==> config.mk <==
export PLATFORM = sky130hd
export DESIGN_NAME = mbi_bus_unit
export DESIGN_NICKNAME = d
export VERILOG_FILES = /design/src/design/mbi_pkg.sv /design/src/design/mbi_clk_half.sv /design/src/design/mbi_xfer_detect.sv /design/src/design/mbi_bus_unit.sv
export SDC_FILE = /design/constraint.sdc
export NUM_CORES = 1
export LEC_CHECK = 0
export ABC_AREA = 1
export BUFFER_PORTS_ARGS = -buffer_cell sky130_fd_sc_hd__buf_2
export CAP_MARGIN = 25
export CORE_UTILIZATION = 48
export CTS_CLUSTER_DIAMETER = 30
export DETAILED_ROUTE_END_ITERATION = 10
export GPL_ROUTABILITY_DRIVEN = 1
export HOLD_SLACK_MARGIN = 0.06
export PLACE_DENSITY = 0.8
export SLEW_MARGIN = 30
export SYNTH_ARGS = -nofsm -noshare
export SYNTH_HDL_FRONTEND = slang
export SYNTH_SLANG_ARGS = --single-unit
==> constraint.sdc <==
create_clock -name sys_clk -period 1.57 [get_ports sys_clk]
set_clock_uncertainty 0.1 [all_clocks]
set_input_delay 0 -clock sys_clk [delete_from_list [all_inputs] [get_ports sys_clk]]
set_output_delay 0 -clock sys_clk [all_outputs]
set_load 0.02 [all_outputs]
==> src/design/mbi_pkg.sv <==
package mbi_pkg;

  // bus widths and address spaces
  localparam int ADDR_W = 20;
  localparam int DATA_W = 8;
  localparam int IO_ADDR_W = 16;
  localparam int ROW_W = 8;
  localparam int TIMER_BIT = 18;
  localparam int N_XFER = 2;

  // fixed vector and values after reset
  localparam logic [15:0] NMI_VECTOR = 16'h0066;
  localparam logic [7:0] ROW_RST = 8'h00;
  localparam logic REF_CLK_RST = 1'b0;
  localparam logic TIMER_SEL_RST = 1'b0;

  // machine cycle kinds requested by the core
  typedef enum logic [2:0] {
    KIND_MEM_RD,
    KIND_MEM_WR,
    KIND_IO_RD,
    KIND_IO_WR,
    KIND_FETCH,
    KIND_ACK0,
    KIND_ACK12,
    KIND_REFRESH
  } mbi_kind_t;

  // t-state sequencer
  typedef enum logic [2:0] {
    SEQ_IDLE,
    SEQ_T1,
    SEQ_T2,
    SEQ_TW,
    SEQ_T3,
    SEQ_HOLD
  } mbi_state_t;

  // cycle kinds that strobe the read line
  function automatic logic mbi_is_read(input mbi_kind_t k);
    return (k == KIND_MEM_RD) || (k == KIND_IO_RD) || (k == KIND_FETCH) || (k == KIND_ACK0);
  endfunction : mbi_is_read

  // cycle kinds that drive the data bus
  function automatic logic mbi_is_write(input mbi_kind_t k);
    return (k == KIND_MEM_WR) || (k == KIND_IO_WR);
  endfunction : mbi_is_write

endpackage : mbi_pkg

==> src/design/mbi_clk_half.sv <==
`timescale 1ns/1ps
module mbi_clk_half
  import mbi_pkg::*;
(
  // clock and reset
  input logic sys_clk,
  input logic sys_rst,
  // halved reference clock
  output logic ref_clk
);

  logic ref_clk_q;

  // toggle every rising edge to halve the input rate
  always_ff @(posedge sys_clk)
  begin
    if (sys_rst)
      ref_clk_q <= REF_CLK_RST;
    else
      ref_clk_q <= ~ref_clk_q;
  end

  assign ref_clk = ref_clk_q;

endmodule : mbi_clk_half

==> src/design/mbi_xfer_detect.sv <==
`timescale 1ns/1ps
module mbi_xfer_detect
  import mbi_pkg::*;
(
  // clock and reset
  input logic sys_clk,
  input logic sys_rst,
  // request pin and mode
  input logic req_n,
  input logic edge_mode,
  input logic ack,
  // pending request to the channel
  output logic pending
);

  logic prev_q;
  logic edge_q;
  logic level_q;

  // previous pin level for falling edge detect
  always_ff @(posedge sys_clk)
  begin
    if (sys_rst)
      prev_q <= 1'b1;
    else
      prev_q <= req_n;
  end

  // edge latch, a new edge wins over the acknowledge
  always_ff @(posedge sys_clk)
  begin
    if (sys_rst)
      edge_q <= 1'b0;
    else if (prev_q && !req_n)
      edge_q <= 1'b1;
    else if (ack)
      edge_q <= 1'b0;
  end

  // level sense follows the active low pin
  always_ff @(posedge sys_clk)
  begin
    if (sys_rst)
      level_q <= 1'b0;
    else
      level_q <= ~req_n;
  end

  assign pending = edge_mode ? edge_q : level_q;

endmodule : mbi_xfer_detect

==> src/design/mbi_bus_unit.sv <==
// Contract
// - twenty-bit address reaches 1 MB memory and 64 KB I/O space.
// - address outputs float during reset and while bus is granted.
// - A18 pin shares timer pulse output; address function after reset.
// - hold request outranks NMI, taken at cycle end, floats bus.
// - 8-bit data bus floats during reset and external grant.
// - reference clock output runs at half the input clock.
// - transfer requests active low, level or edge sensed per channel.
// - stopped output low after halt or sleep until interrupt.
// - irq0 taken at instruction end or while stopped, only without NMI or hold; fetch+io ack.
// - irq1/irq2 need NMI, hold, irq0 inactive; ack asserts neither strobe.
// - io request low for valid I/O address and irq0 acknowledge.
// - memory request low while address valid for memory access.
// - fetch strobe with memory on opcode fetch, with io on ack.
// - NMI falling edge outranks maskable, ignores enable, vector 0066h.
// - refresh strobe with memory request, row on low eight bits.
// - status flag, stopped, fetch encode the machine cycle type.
// - transfer done low during final write cycle of the channel.
// - wait sampled at T2 fall and each wait state; low inserts waits.
// - write strobe low only while data bus holds valid data.
`timescale 1ns/1ps
module mbi_bus_unit
  import mbi_pkg::*;
#(
  parameter int AW = ADDR_W,
  parameter int DW = DATA_W
)
(
  // clock and reset
  input logic sys_clk,
  input logic sys_rst,
  // core cycle requests
  input logic cyc_req,
  input mbi_kind_t cyc_kind,
  input logic [AW-1:0] cyc_addr,
  input logic [DW-1:0] cyc_wdata,
  input logic cyc_first_fetch,
  input logic cyc_dma,
  input logic [N_XFER-1:0] cyc_last_write,
  output logic cyc_done,
  output logic [DW-1:0] cyc_rdata,
  // core instruction and interrupt status
  input logic instr_end,
  input logic int_enable,
  input logic halt_req,
  input logic sleep_req,
  output logic take_nmi,
  output logic take_irq0,
  output logic take_irq1,
  output logic take_irq2,
  output logic [15:0] take_vector,
  // transfer channel side
  input logic [N_XFER-1:0] xfer_edge_mode,
  input logic [N_XFER-1:0] xfer_ack,
  output logic [N_XFER-1:0] xfer_pending,
  // timer side
  input logic timer_out_en,
  input logic timer_pulse_in,
  // address and data pins
  output logic [AW-1:0] addr_o,
  output logic addr_oe,
  input logic [DW-1:0] data_i,
  output logic [DW-1:0] data_o,
  output logic data_oe,
  // strobes, three-state group shares ctl_oe
  output logic mem_request_n,
  output logic io_request_n,
  output logic read_n,
  output logic write_n,
  output logic ctl_oe,
  output logic fetch_cycle_n,
  output logic refresh_n,
  output logic cycle_kind_flag,
  output logic stopped_n,
  output logic ref_clk_out,
  // external masters and request pins
  input logic hold_request_n,
  output logic grant_n,
  input logic wait_n,
  input logic nonmask_n,
  input logic irq_zero_n,
  input logic irq_one_n,
  input logic irq_two_n,
  input logic xfer_request0_n,
  input logic xfer_request1_n,
  output logic xfer_done0_n,
  output logic xfer_done1_n
);

  // widths the pin map cannot serve are refused
  if (AW != ADDR_W || DW != DATA_W)
    $error("mbi_bus_unit: address must be 20 bits and data 8 bits");

  mbi_state_t state_q;
  mbi_kind_t kind_q;
  logic [AW-1:0] addr_q;
  logic [DW-1:0] wdata_q;
  logic [DW-1:0] rdata_q;
  logic [ROW_W-1:0] row_q;
  logic first_q, dma_q, done_q, wait_seen_q;
  logic [N_XFER-1:0] last_q;
  logic timer_sel_q, timer_q;
  logic nmi_prev_q, nmi_pend_q, halt_q, sleep_q;
  logic tnmi_q, tirq0_q, tirq1_q, tirq2_q;
  logic [15:0] vector_q;
  logic tstate_end, active, wr_phase, decide;
  logic [N_XFER-1:0] req_pins, done_n;

  // reference clock; its low half closes each t-state
  mbi_clk_half u_clk (
    .sys_clk (sys_clk),
    .sys_rst (sys_rst),
    .ref_clk (ref_clk_out)
  );
  assign tstate_end = ~ref_clk_out;

  // sequencer: hold is checked only between machine cycles
  always_ff @(posedge sys_clk)
  begin
    if (sys_rst)
      state_q <= SEQ_IDLE;
    else if (tstate_end)
    begin
      unique case (state_q)
        SEQ_IDLE: state_q <= !hold_request_n ? SEQ_HOLD : (cyc_req ? SEQ_T1 : SEQ_IDLE);
        SEQ_T1: state_q <= SEQ_T2;
        SEQ_T2, SEQ_TW: state_q <= wait_seen_q ? SEQ_TW : SEQ_T3;
        SEQ_T3: state_q <= !hold_request_n ? SEQ_HOLD : SEQ_IDLE;
        SEQ_HOLD: state_q <= hold_request_n ? SEQ_IDLE : SEQ_HOLD;
      endcase
    end
  end

  // wait pin sampled at the falling edge inside T2 and TW
  always_ff @(posedge sys_clk)
  begin
    if (sys_rst)
      wait_seen_q <= 1'b0;
    else if ((state_q == SEQ_T2 || state_q == SEQ_TW) && ref_clk_out)
      wait_seen_q <= ~wait_n;
  end

  // cycle capture; refresh places the row, io stays in 64 KB
  always_ff @(posedge sys_clk)
  begin
    if (sys_rst)
    begin
      kind_q <= KIND_MEM_RD;
      addr_q <= '0;
      wdata_q <= '0;
      first_q <= 1'b0;
      dma_q <= 1'b0;
      last_q <= '0;
    end
    else if (tstate_end && state_q == SEQ_IDLE && hold_request_n && cyc_req)
    begin
      kind_q <= cyc_kind;
      wdata_q <= cyc_wdata;
      first_q <= cyc_first_fetch;
      dma_q <= cyc_dma;
      last_q <= cyc_last_write;
      if (cyc_kind == KIND_REFRESH)
        addr_q <= {{(AW-ROW_W){1'b0}}, row_q};
      else if (cyc_kind == KIND_IO_RD || cyc_kind == KIND_IO_WR || cyc_kind == KIND_ACK0)
        addr_q <= {{(AW-IO_ADDR_W){1'b0}}, cyc_addr[IO_ADDR_W-1:0]};
      else
        addr_q <= cyc_addr;
    end
  end

  // refresh row advances after each refresh cycle
  always_ff @(posedge sys_clk)
  begin
    if (sys_rst)
      row_q <= ROW_RST;
    else if (tstate_end && state_q == SEQ_T3 && kind_q == KIND_REFRESH)
      row_q <= row_q + 8'h01;
  end

  // completion pulse and read capture at the end of T3
  always_ff @(posedge sys_clk)
  begin
    if (sys_rst)
    begin
      done_q <= 1'b0;
      rdata_q <= '0;
    end
    else
    begin
      done_q <= tstate_end && state_q == SEQ_T3;
      if (tstate_end && state_q == SEQ_T3 && mbi_is_read(kind_q))
        rdata_q <= data_i;
    end
  end
  assign cyc_done = done_q;
  assign cyc_rdata = rdata_q;

  // timer select latched clear at reset so the pin starts as address
  always_ff @(posedge sys_clk)
  begin
    if (sys_rst)
    begin
      timer_sel_q <= TIMER_SEL_RST;
      timer_q <= 1'b0;
    end
    else
    begin
      timer_sel_q <= timer_out_en;
      timer_q <= timer_pulse_in;
    end
  end

  // address pins with the shared timer bit
  always_comb
  begin
    addr_o = addr_q;
    if (timer_sel_q)
      addr_o[TIMER_BIT] = timer_q;
  end

  // strobes decode from the registered cycle
  assign active = !sys_rst && (state_q == SEQ_T1 || state_q == SEQ_T2 || state_q == SEQ_TW || state_q == SEQ_T3);
  assign wr_phase = active && state_q != SEQ_T1 && mbi_is_write(kind_q);
  assign addr_oe = !sys_rst && state_q != SEQ_HOLD;
  assign ctl_oe = addr_oe;
  assign data_oe = active && mbi_is_write(kind_q);
  assign data_o = wdata_q;
  assign mem_request_n = !(active && (kind_q == KIND_MEM_RD || kind_q == KIND_MEM_WR ||
                                      kind_q == KIND_FETCH || kind_q == KIND_REFRESH));
  assign io_request_n = !(active && (kind_q == KIND_IO_RD || kind_q == KIND_IO_WR ||
                                     kind_q == KIND_ACK0));
  assign read_n = !(active && mbi_is_read(kind_q));
  assign write_n = !wr_phase;
  assign refresh_n = !(active && kind_q == KIND_REFRESH);
  assign grant_n = state_q != SEQ_HOLD;
  assign stopped_n = !(halt_q || sleep_q);

  // status encoding: halt 0,0,0  sleep 1,0,1  dma 0,1,1
  always_comb
  begin
    if (halt_q)
    begin
      cycle_kind_flag = 1'b0;
      fetch_cycle_n = 1'b0;
    end
    else if (sleep_q)
    begin
      cycle_kind_flag = 1'b1;
      fetch_cycle_n = 1'b1;
    end
    else
    begin
      fetch_cycle_n = !(active && (kind_q == KIND_FETCH || kind_q == KIND_ACK0));
      cycle_kind_flag = !(active && (dma_q || (kind_q == KIND_FETCH && first_q)));
    end
  end

  // transfer request detectors and done strobes per channel
  assign req_pins = {xfer_request1_n, xfer_request0_n};
  for (genvar i = 0; i < N_XFER; i++)
  begin : g_xfer
    mbi_xfer_detect u_det (
      .sys_clk (sys_clk),
      .sys_rst (sys_rst),
      .req_n (req_pins[i]),
      .edge_mode (xfer_edge_mode[i]),
      .ack (xfer_ack[i]),
      .pending (xfer_pending[i])
    );
    assign done_n[i] = !(active && mbi_is_write(kind_q) && last_q[i]);
  end
  assign xfer_done0_n = done_n[0];
  assign xfer_done1_n = done_n[1];

  // nmi edge latch; a new edge wins over the clear
  always_ff @(posedge sys_clk)
  begin
    if (sys_rst)
    begin
      nmi_prev_q <= 1'b1;
      nmi_pend_q <= 1'b0;
    end
    else
    begin
      nmi_prev_q <= nonmask_n;
      if (nmi_prev_q && !nonmask_n)
        nmi_pend_q <= 1'b1;
      else if (tnmi_q)
        nmi_pend_q <= 1'b0;
    end
  end

  // arbitration at instruction end or while stopped
  assign decide = (instr_end || halt_q || sleep_q) && !(tnmi_q || tirq0_q || tirq1_q || tirq2_q);
  always_ff @(posedge sys_clk)
  begin
    if (sys_rst)
    begin
      tnmi_q <= 1'b0;
      tirq0_q <= 1'b0;
      tirq1_q <= 1'b0;
      tirq2_q <= 1'b0;
      vector_q <= '0;
    end
    else
    begin
      tnmi_q <= decide && hold_request_n && nmi_pend_q;
      tirq0_q <= decide && hold_request_n && !nmi_pend_q && int_enable && !irq_zero_n;
      tirq1_q <= decide && hold_request_n && !nmi_pend_q && int_enable && irq_zero_n && !irq_one_n;
      tirq2_q <= decide && hold_request_n && !nmi_pend_q && int_enable && irq_zero_n && irq_one_n &&
                 !irq_two_n;
      if (decide && hold_request_n && nmi_pend_q)
        vector_q <= NMI_VECTOR;
    end
  end
  assign take_nmi = tnmi_q;
  assign take_irq0 = tirq0_q;
  assign take_irq1 = tirq1_q;
  assign take_irq2 = tirq2_q;
  assign take_vector = vector_q;

  // stopped state held until an interrupt is taken
  always_ff @(posedge sys_clk)
  begin
    if (sys_rst)
    begin
      halt_q <= 1'b0;
      sleep_q <= 1'b0;
    end
    else
    begin
      // a new stop request wins over a take in the same cycle
      if (halt_req)
        halt_q <= 1'b1;
      else if (tnmi_q || tirq0_q || tirq1_q || tirq2_q)
        halt_q <= 1'b0;
      if (sleep_req)
        sleep_q <= 1'b1;
      else if (tnmi_q || tirq0_q || tirq1_q || tirq2_q)
        sleep_q <= 1'b0;
    end
  end
endmodule : mbi_bus_unit

======== Yosys cells after proc, flatten, opt, wreduce, memory -nomap -nowiden ========
Cells that the tools add are included.
cells by class
  mux-type cells .......................... 23
  bitwise operators ....................... 4
  add/sub/neg operators ................... 1
  multipliers ............................. 0
  reductions and logical operators ........ 85
  divide/modulo/power cells ............... 0
  shift operators ......................... 0
  equal/unequal tests ..................... 17
  order comparisons ....................... 0
operators with widths
  operator                                       count
  two-way mux 20 bit                             2
  logical AND 1 bit                              34
  logical OR 1 bit                               23
  == test 3 bit, second input constant           7
  logical NOT 1 bit                              19
  == test 3 x 2 -> 1 bit, second input constant  6
  two-way mux 1 bit                              17
  one-hot mux 3 bit (4 select lines)             1
  nonzero test 2 bit                             5
  two-way mux 3 bit                              3
  adder 8 x 1 -> 8 bit, second input constant    1
  == test 3 x 1 -> 1 bit, second input constant  2
  logical NOT 3 bit                              2
  NOT 1 bit                                      4
  OR reduction 2 bit                             2
  != test 3 x 1 -> 1 bit, second input constant  1
  != test 3 bit, second input constant           1
word-level totals
  word-level logic and storage cells ...... 159
  bits in registers ....................... 74
  memories ................................ 0
  memory bits (writable) .................. 0
  output and inout port bits .............. 74
  bits of input ports ..................... 64
  latch bits .............................. 0
  bits in read-only memories .............. 0

======== Longest topological paths before layout ========
Gate-level depths: netlist of run 1.
  depth in word-level cells ............... 11
  mapped depth ............................ 7
  mapped depth without buffers ............ 7

======== Modules after synthesis ========
From an unflattened synthesis of run 1, not the netlist that was laid out.
second synthesis, totals
  cells, all modules ...................... 457
  area total of the unflattened synthesis .. 3374.5 sq um
by module, submodules not included
  module           sequential area each (sq um)  cells an instance  instances  area each (sq um)
  mbi_bus_unit     1341.3                        429                1          3145.5
  mbi_xfer_detect  60.1                          13                 2          102.6
  mbi_clk_half     20.0                          2                  1          23.8

======== Worst setup path after synthesis of run 1 ========
No wires, ideal clock.
  path kind ............................... reg-to-output
  from .................................... register state_q[2]
  to ...................................... output port write_n
  slack ................................... 131 ps
  data arrival time ....................... 1339 ps
  buffers on the path ..................... 0
  data required time ...................... 1470 ps
  stages on the path, launching flop included .. 7
  path through ............................ dfxtp_1 -> inv_1 -> o21ai_0 -> nand2_1 -> nand2_1 -> nor2_1 -> nand2_1
between the ends
  cells in the longest elaborated chain, start to end .. 8
  elaborated cells on any way between the ends .. 12
  classes of those cells .................. eq/ne (5); reduce/logical (7)
ends and longest elaborated chain
  element                                                           RTL line             RTL
  start, declared                                                   mbi_bus_unit.sv:94   mbi_state_t state_q;
  start signal, assigned                                            mbi_bus_unit.sv:125  SEQ_IDLE: state_q <= !hold_request_n ? SEQ_HOLD : (cyc_req ? SEQ_T1 : SEQ_IDLE);
  start signal, assigned                                            mbi_bus_unit.sv:127  SEQ_T2, SEQ_TW: state_q <= wait_seen_q ? SEQ_TW : SEQ_T3;
  start signal, assigned                                            mbi_bus_unit.sv:128  SEQ_T3: state_q <= !hold_request_n ? SEQ_HOLD : SEQ_IDLE;
  == test 3 x 1 -> 1 bit or == test 3 x 2 -> 1 bit (tied branches)  mbi_bus_unit.sv:222  assign active = !sys_rst && (state_q == SEQ_T1 || state_q == SEQ_T2 || state_q == SEQ_TW || state_q == SEQ_T3) ...
  logical OR 1 bit (3 in a row)                                     mbi_bus_unit.sv:222
  logical AND 1 bit                                                 mbi_bus_unit.sv:222
  logical AND 1 bit (*) (2 in a row)                                mbi_bus_unit.sv:223  assign wr_phase = active && state_q != SEQ_T1 && mbi_is_write(kind_q);
  logical NOT 1 bit (*)                                             mbi_bus_unit.sv:233  assign write_n = !wr_phase;
  end, declared                                                     mbi_bus_unit.sv:69   output logic write_n,
Every way passes the cells marked *; elsewhere a longest branch is shown, timed or not.

======== Final worst setup path of run 1 ========
  from .................................... register state_q[1]
  to ...................................... output port cycle_kind_flag
between the ends
  cells in the longest elaborated chain, start to end .. 9
  elaborated cells on any way between the ends .. 12
  classes of those cells .................. eq/ne (4); mux (2); reduce/logical (6)
ends and longest elaborated chain
  element                                                           RTL line             RTL
  == test 3 x 1 -> 1 bit or == test 3 x 2 -> 1 bit (tied branches)  mbi_bus_unit.sv:222
  logical OR 1 bit (2 in a row)                                     mbi_bus_unit.sv:222
  logical OR 1 bit (*)                                              mbi_bus_unit.sv:222
  logical AND 1 bit (*)                                             mbi_bus_unit.sv:222
  logical AND 1 bit (*)                                             mbi_bus_unit.sv:254  cycle_kind_flag = !(active && (dma_q || (kind_q == KIND_FETCH && first_q)));
  logical NOT 1 bit (*)                                             mbi_bus_unit.sv:254
  two-way mux 1 bit (*)                                             mbi_bus_unit.sv:246  else if (sleep_q)
  two-way mux 1 bit (*)                                             mbi_bus_unit.sv:241  if (halt_q)
  end, declared                                                     mbi_bus_unit.sv:73   output logic cycle_kind_flag,
Marks and branches as above.

==> impl_metrics.json, run 1 <==
{
  "status": "finished with violations",
  "violations": "design-rule violations, negative setup slack",
  "yosys_warnings": 0,
  "drcViolationCount": 13,
  "worstSetupPathType": "register to output pin",
  "multi_input_area_um2": 1410,
  "power_leakage_nw": 2.34,
  "start_util_pct": 50.9,
  "hold_violations": 0,
  "routabilityCongestion": 0.924,
  "grt_max_degree": 33,
  "yosys.area.top_type_share_pct": 44.8,
  "place_hpwl_mm": 5.57,
  "ant_nets": 0,
  "synth_cells": 447,
  "io_buffer_count": 125,
  "worstPathArrival_ns": 1.52,
  "grt_busiest_layer": "met2",
  "grt_setup_unrepaired": "true",
  "cp_max_fo": 3,
  "dpl-instance-area_um2": 3770,
  "synth_top_cell_by_area": "dfxtp_1",
  "core_area_um2": 6490,
  "viasPerCell": 5.15,
  "ctsLongestPathBuffers": 2,
  "track_usage_pct": 27.7,
  "grt_util_met1_pct": 31.1,
  "worst_pin_slew_ns": 0.679,
  "worstSetupStartpoint": "state_q[1]",
  "vdd_drop_max_v": 0.000570,
  "nets": 691,
  "clock_latency_ns": 0.34,
  "hp-class": "input port to register",
  "vias": 3647,
  "h-tree-depth": 3,
  "cp-start-kind": "register",
  "clock-sinks": 74,
  "layout_common_cells": "119 x buf_2, 70 x dfxtp_1, 67 x dlygate4sd3_1",
  "grt_pass1_wl_mm": 15.7,
  "final_common_cell": "buf_2",
  "final_area_um2": 4880,
  "drv_slew": 0,
  "max_freq_ghz": 0.619,
  "drive_gt1_share_pct": 29.8,
  "synthTopCellsByArea": "dfxtp_1 45%, buf_4 9.5%, nand2_1 7.5%",
  "wire_per_inst_um": 14.8,
  "finalCritPeriodShare_pct": 103,
  "grtUsageMet3_pct": 5.84,
  "numCtsBuffers": 9,
  "setup_slack_ns": -0.0451,
  "die_area_um2": 7220,
  "dr.pass1.iters": 8,
  "synth_seq_cells": 74,
  "cts_tree": "built",
  "wl_mm": 10.5,
  "grtUsageMet2_pct": 48.9,
  "grt-ovfl-total": 0,
  "setup-violations-final": 3,
  "clk_pin_slew_ns": 0.08,
  "drtIter0Drc": 213,
  "synth.avg_cell_area_um2": 7.39,
  "fill_cells": 428,
  "cts_root_buf": "clkbuf_8",
  "die_w_um": 85.0,
  "placement_rows": 29,
  "drv_cap": 0,
  "slew_headroom_pct": 54.6,
  "n_antenna_cell": 0,
  "seq_area_frac_synth_pct": 44.8,
  "register_area_um2": 1490,
  "syn2layout_area_growth_pct": 47.8,
  "powerDensity_nw_per_um2": 984,
  "setup_tns_ns": -0.0711,
  "end_kind": "output pin",
  "worstHoldStart": "sys_rst",
  "io_pins": 138,
  "reg2reg_from": "state_q[2]",
  "dieHeight_um": 85.0,
  "antenna_found_initial": 0,
  "synth.distinct_cells": 31,
  "timing.final.crit_period_ns": 1.62,
  "cp.required_ns": 1.47,
  "grt_pass1_vias": 3465,
  "syn-cell-area_um2": 3300
}
==> report_power, final <==
part | switching (mW) | internal [mW]
combinational | 0.623 | 0.468
clock | 0.728 | 0.891
sequential | 0.0870 | 2.00
==> worst paths after layout <==
check	to	slack, ns	cells after the start
setup / recovery	cycle_kind_flag	-0.05	6
hold / removal	nmi_pend_q	0.13	5
setup reg to reg	addr_q[8]	0.03	7
hold reg to reg	g_xfer[1].u_det.edge_q	0.34	2
==> logic make-up after synthesis <==
family                   Yosys count  synth area share, %
other                              1                0.114
XOR/XNOR                           1                0.265
AND/OR/NAND/NOR                  186                 24.3
flip-flops                        74                 44.8
buffers and inverters             93                 15.5
AO/OA/AOI/OAI                     90                 14.2
multiplexers                       1                0.341
adder cells (fa/ha/maj)            1                0.379
==> cell type report <==
cell class | count | share of cell area, %
timing repair buffer | 213 | 31.3
sequential | 74 | 30.6
multi-input combinational | 291 | 28.8
inverter | 37 | 2.85
clock buffer | 9 | 2.54
tap | 77 | 1.97
clock inverter | 7 | 1.92
==> state kept, by name, summed over array words and instances, names as in the netlist, 2 cells and up <==
name                  cells
g_xfer.u_det.edge_q       2
g_xfer.u_det.prev_q       2
last_q                    2
cyc_rdata                 8
row_q                     8
data_o                    8
g_xfer.u_det.level_q      2
kind_q                    3
addr_q                   20
state_q                   3
==> synth_stat cells <==
| cell | count |
|---|---|
| a21boi_0 | 1 |
| a21oi_1 | 41 |
| a31o_2 | 1 |
| buf_1 | 1 |
| buf_2 | 5 |
| buf_4 | 42 |
| clkbuf_1 | 8 |
| conb_1 | 1 |
| dfxtp_1 | 74 |
| ha_1 | 1 |
| inv_1 | 35 |
| inv_2 | 2 |
| mux2_2 | 1 |
| nand2_1 | 66 |
| nand3_1 | 36 |
| nand3_2 | 1 |
| nand3b_1 | 4 |
| nand4_1 | 3 |
| nor2_1 | 66 |
| nor2_2 | 2 |
| nor2_4 | 2 |
| nor3_1 | 4 |
| o211ai_1 | 1 |
| o21a_1 | 2 |
| o21ai_0 | 35 |
| o21ai_1 | 6 |
| o22ai_1 | 1 |
| o31ai_1 | 2 |
| or2_2 | 1 |
| or3_1 | 1 |
| xor2_1 | 1 |
==> routing by layer <==
| layer | part of all wire (%) | wire length (um) | up-vias |
|---|---|---|---|
| li1 | - | - | 1754 |
| met1 | 40 | 4170 | 1675 |
| met2 | 49 | 5160 | 182 |
| met3 | 7.3 | 761 | 36 |
| met4 | 3.5 | 361 | 0 |
| met5 | 0 | 0 | - |
==> timing repair <==
item | 4_1_cts | 5_1_grt
buffers inserted | 5 | 6
hold buffers | 67 | 0
cloned | 0 | 1
pin swaps | 3 | 9
endpoints found under the setup margin | 10 | 29
endpoints found under the hold margin | 65 | 0
resized for setup | 13 | 25
==> stage by stage <==
step	hold WS, ns	worst slack [ns]	utilization (%)	cells	power [mW]
3_3_place_gp	0.0678	0.157	58.1	613	2.87
6_report	0.131	-0.0451	75.1	708	4.80
5_1_grt	0.139	-0.111	75.1	708	5.00
4_1_cts	0.0652	0.0122	72.8	701	4.68
3_5_place_dp	0.0720	0.0661	58.1	613	2.89
2_1_floorplan	-0.0241	0.131	-	458	2.68
==> critical path, stage by stage, from the launching register on <==
cell and delay [ns]:
dfxtp_4 0.37, o21ai_4 0.21, nand2_4 0.10, nand3_2 0.08, inv_1 0.06, a21oi_1 0.18, buf_4 0.18
No activity file was read; power rests on OpenSTA's default activity.
==> run 2, diff against run 1 <==
--- a/constraint.sdc
+++ b/constraint.sdc
@@ -3,3 +3,3 @@
 set_input_delay 0 -clock sys_clk [delete_from_list [all_inputs] [get_ports sys_clk]]
 set_output_delay 0 -clock sys_clk [all_outputs]
-set_load 0.02 [all_outputs]
+set_load 0.005 [all_outputs]
==> run 2 against run 1 <==
  * Via count rose by 1.7%
  * Critical endpoint is now write_n
  * The run still ends with design-rule violations, negative setup slack left
  * Sequential share of layout area rose by 0.48 points
  * Fmax rose by 2.7%
  * Largest cell class is now sequential cells
  * Final area fell by 1.6%
  * Routed wire length rose by 2.7%
  * Sequential power barely moved
  * Critical path type unchanged
==> impl_metrics.json, run 2 (same netlist as run 1, synthesis figures left out) <==
{
  "start_util_pct": 50.9,
  "vias": 3710,
  "fill_cells": 453,
  "drive_gt1_share_pct": 29.1,
  "status": "finished with violations",
  "wire_per_inst_um": 15.1,
  "end_kind": "output pin",
  "reg2reg_from": "take_irq1",
  "grt_setup_unrepaired": "true",
  "hold_ws_ns": 0.155,
  "viasPerCell": 5.23,
  "final_area_um2": 4800,
  "clock-sinks": 74,
  "drv_cap": 0,
  "clock_latency_ns": 0.35,
  "n_antenna_cell": 0,
  "slew_headroom_pct": 57.1,
  "timing.final.crit_period_ns": 1.57,
  "drcViolationCount": 13,
  "ant_nets": 0,
  "dpl-instance-area_um2": 3770,
  "grt_max_degree": 33,
  "grt_pass1_wl_mm": 16.9,
  "setup-violations-final": 1,
  "io_pins": 138,
  "worstPathArrival_ns": 1.47,
  "power_leakage_nw": 2.31,
  "worst_pin_slew_ns": 0.641,
  "grt_pass1_vias": 3637,
  "syn2layout_area_growth_pct": 45.4,
  "antenna_found_initial": 0,
  "ctsLongestPathBuffers": 2,
  "cp.required_ns": 1.47,
  "violations": "design-rule violations, negative setup slack",
  "setup_tns_ns": -0.00279,
  "finalCritPeriodShare_pct": 100,
  "core_area_um2": 6490,
  "largest_reg_flops": 20,
  "drv_slew": 0,
  "worstHoldStart": "xfer_edge_mode[1]",
  "dr.pass1.iters": 8,
  "cp_max_fo": 7,
  "finish.utilization_pct": 73.9,
  "track_usage_pct": 29.8,
  "cp-start-kind": "register",
  "setup_slack_ns": -0.00279,
  "drtIter0Drc": 220,
  "routabilityCongestion": 0.939,
  "io_buffer_count": 125,
  "placement_rows": 29,
  "hp-class": "input port to output pin",
  "worstSetupPathType": "register to output pin",
  "hold_violations": 0,
  "numCtsBuffers": 9,
  "cts_root_buf": "clkbuf_8",
  "die_w_um": 85.0,
  "wl_mm": 10.7,
  "place_hpwl_mm": 5.69,
  "clk_pin_slew_ns": 0.08,
  "nets": 693,
  "powerDensity_nw_per_um2": 940,
  "dieHeight_um": 85.0,
  "grt-ovfl-total": 0,
  "final_common_cell": "buf_2",
  "max_freq_ghz": 0.636,
  "vdd_drop_max_v": 0.000529,
  "layout_common_cells": "125 x buf_2, 70 x dlygate4sd3_1, 69 x dfxtp_1",
  "cts_tree": "built",
  "worstSetupStartpoint": "state_q[2]",
  "place_ws_ns": 0.0812,
  "top_register": "addr_q",
  "die_area_um2": 7220,
  "h-tree-depth": 3
}
==> run 2: cell types whose count changed in the layout (fill, tap and decap cells not counted), moves of 2 or more <==
| cell | delta |
|---|---|
| dfxtp_2 | +2 |
| dlygate4sd3_1 | +3 |
| nand2_1 | +3 |
| buf_2 | +6 |
| buf_6 | -4 |
| nand2_4 | -2 |
==> run 2: critical path, stage by stage, from the launching register on <==
cell     delay (ns)
dfxtp_4        0.38
inv_2          0.10
o21ai_2        0.08
nand2_2        0.09
nand2_2        0.08
nor2_4         0.17
nand2_1        0.09
buf_2          0.13
==> run 2: power by group <==
part	switching [mW]	internal (mW)
logic	0.463	0.430
clock network	0.748	0.781
registers	0.0888	2.00
==> run 2: layout make-up <==
type / instances / area [um2] / share of cell area [%]
Sequential cell: 74 / 1490 / 31.1
Timing Repair Buffer: 215 / 1490 / 31.0
Multi-Input combinational cell: 291 / 1380 / 28.8
Inverter: 37 / 139 / 2.89
Clock buffer: 10 / 138 / 2.87
Tap cell: 77 / 96.3 / 2.01
Clock inverter: 6 / 65.1 / 1.35
==> run 2: repair_timing <==
item | CTS | global route
resized for setup | 12 | 9
pin swaps | 3 | 6
hold buffers | 70 | 0
endpoints found under the setup margin | 10 | 25
buffers inserted | 3 | 8
hold endpoints to repair | 65 | 0
==> run 2: layer usage <==
metal	track usage (%)	up-vias	share of wire [%]
li1	-	1761	-
met1	34.0	1688	40
met2	52.9	211	49
met3	5.54	50	7.2
met4	15.7	0	4.2
met5	0	-	0
==> run 2: final timing paths <==
check / endpoint / slack (ns) / cells after the start
worst max-delay path: write_n / -0.003 / 7
worst min-delay path: xfer_pending[1] / 0.15 / 3
worst max register to register: sleep_q / 0.02 / 5
worst min register to register: g_xfer[1].u_det.edge_q / 0.34 / 2
==> run 2: per-stage QoR <==
step | instances | power [mW]
floorplan | 458 | 2.53
detailed placement | 613 | 2.75
global placement | 613 | 2.72
global route | 710 | 4.70
finish | 710 | 4.51
CTS | 702 | 4.42
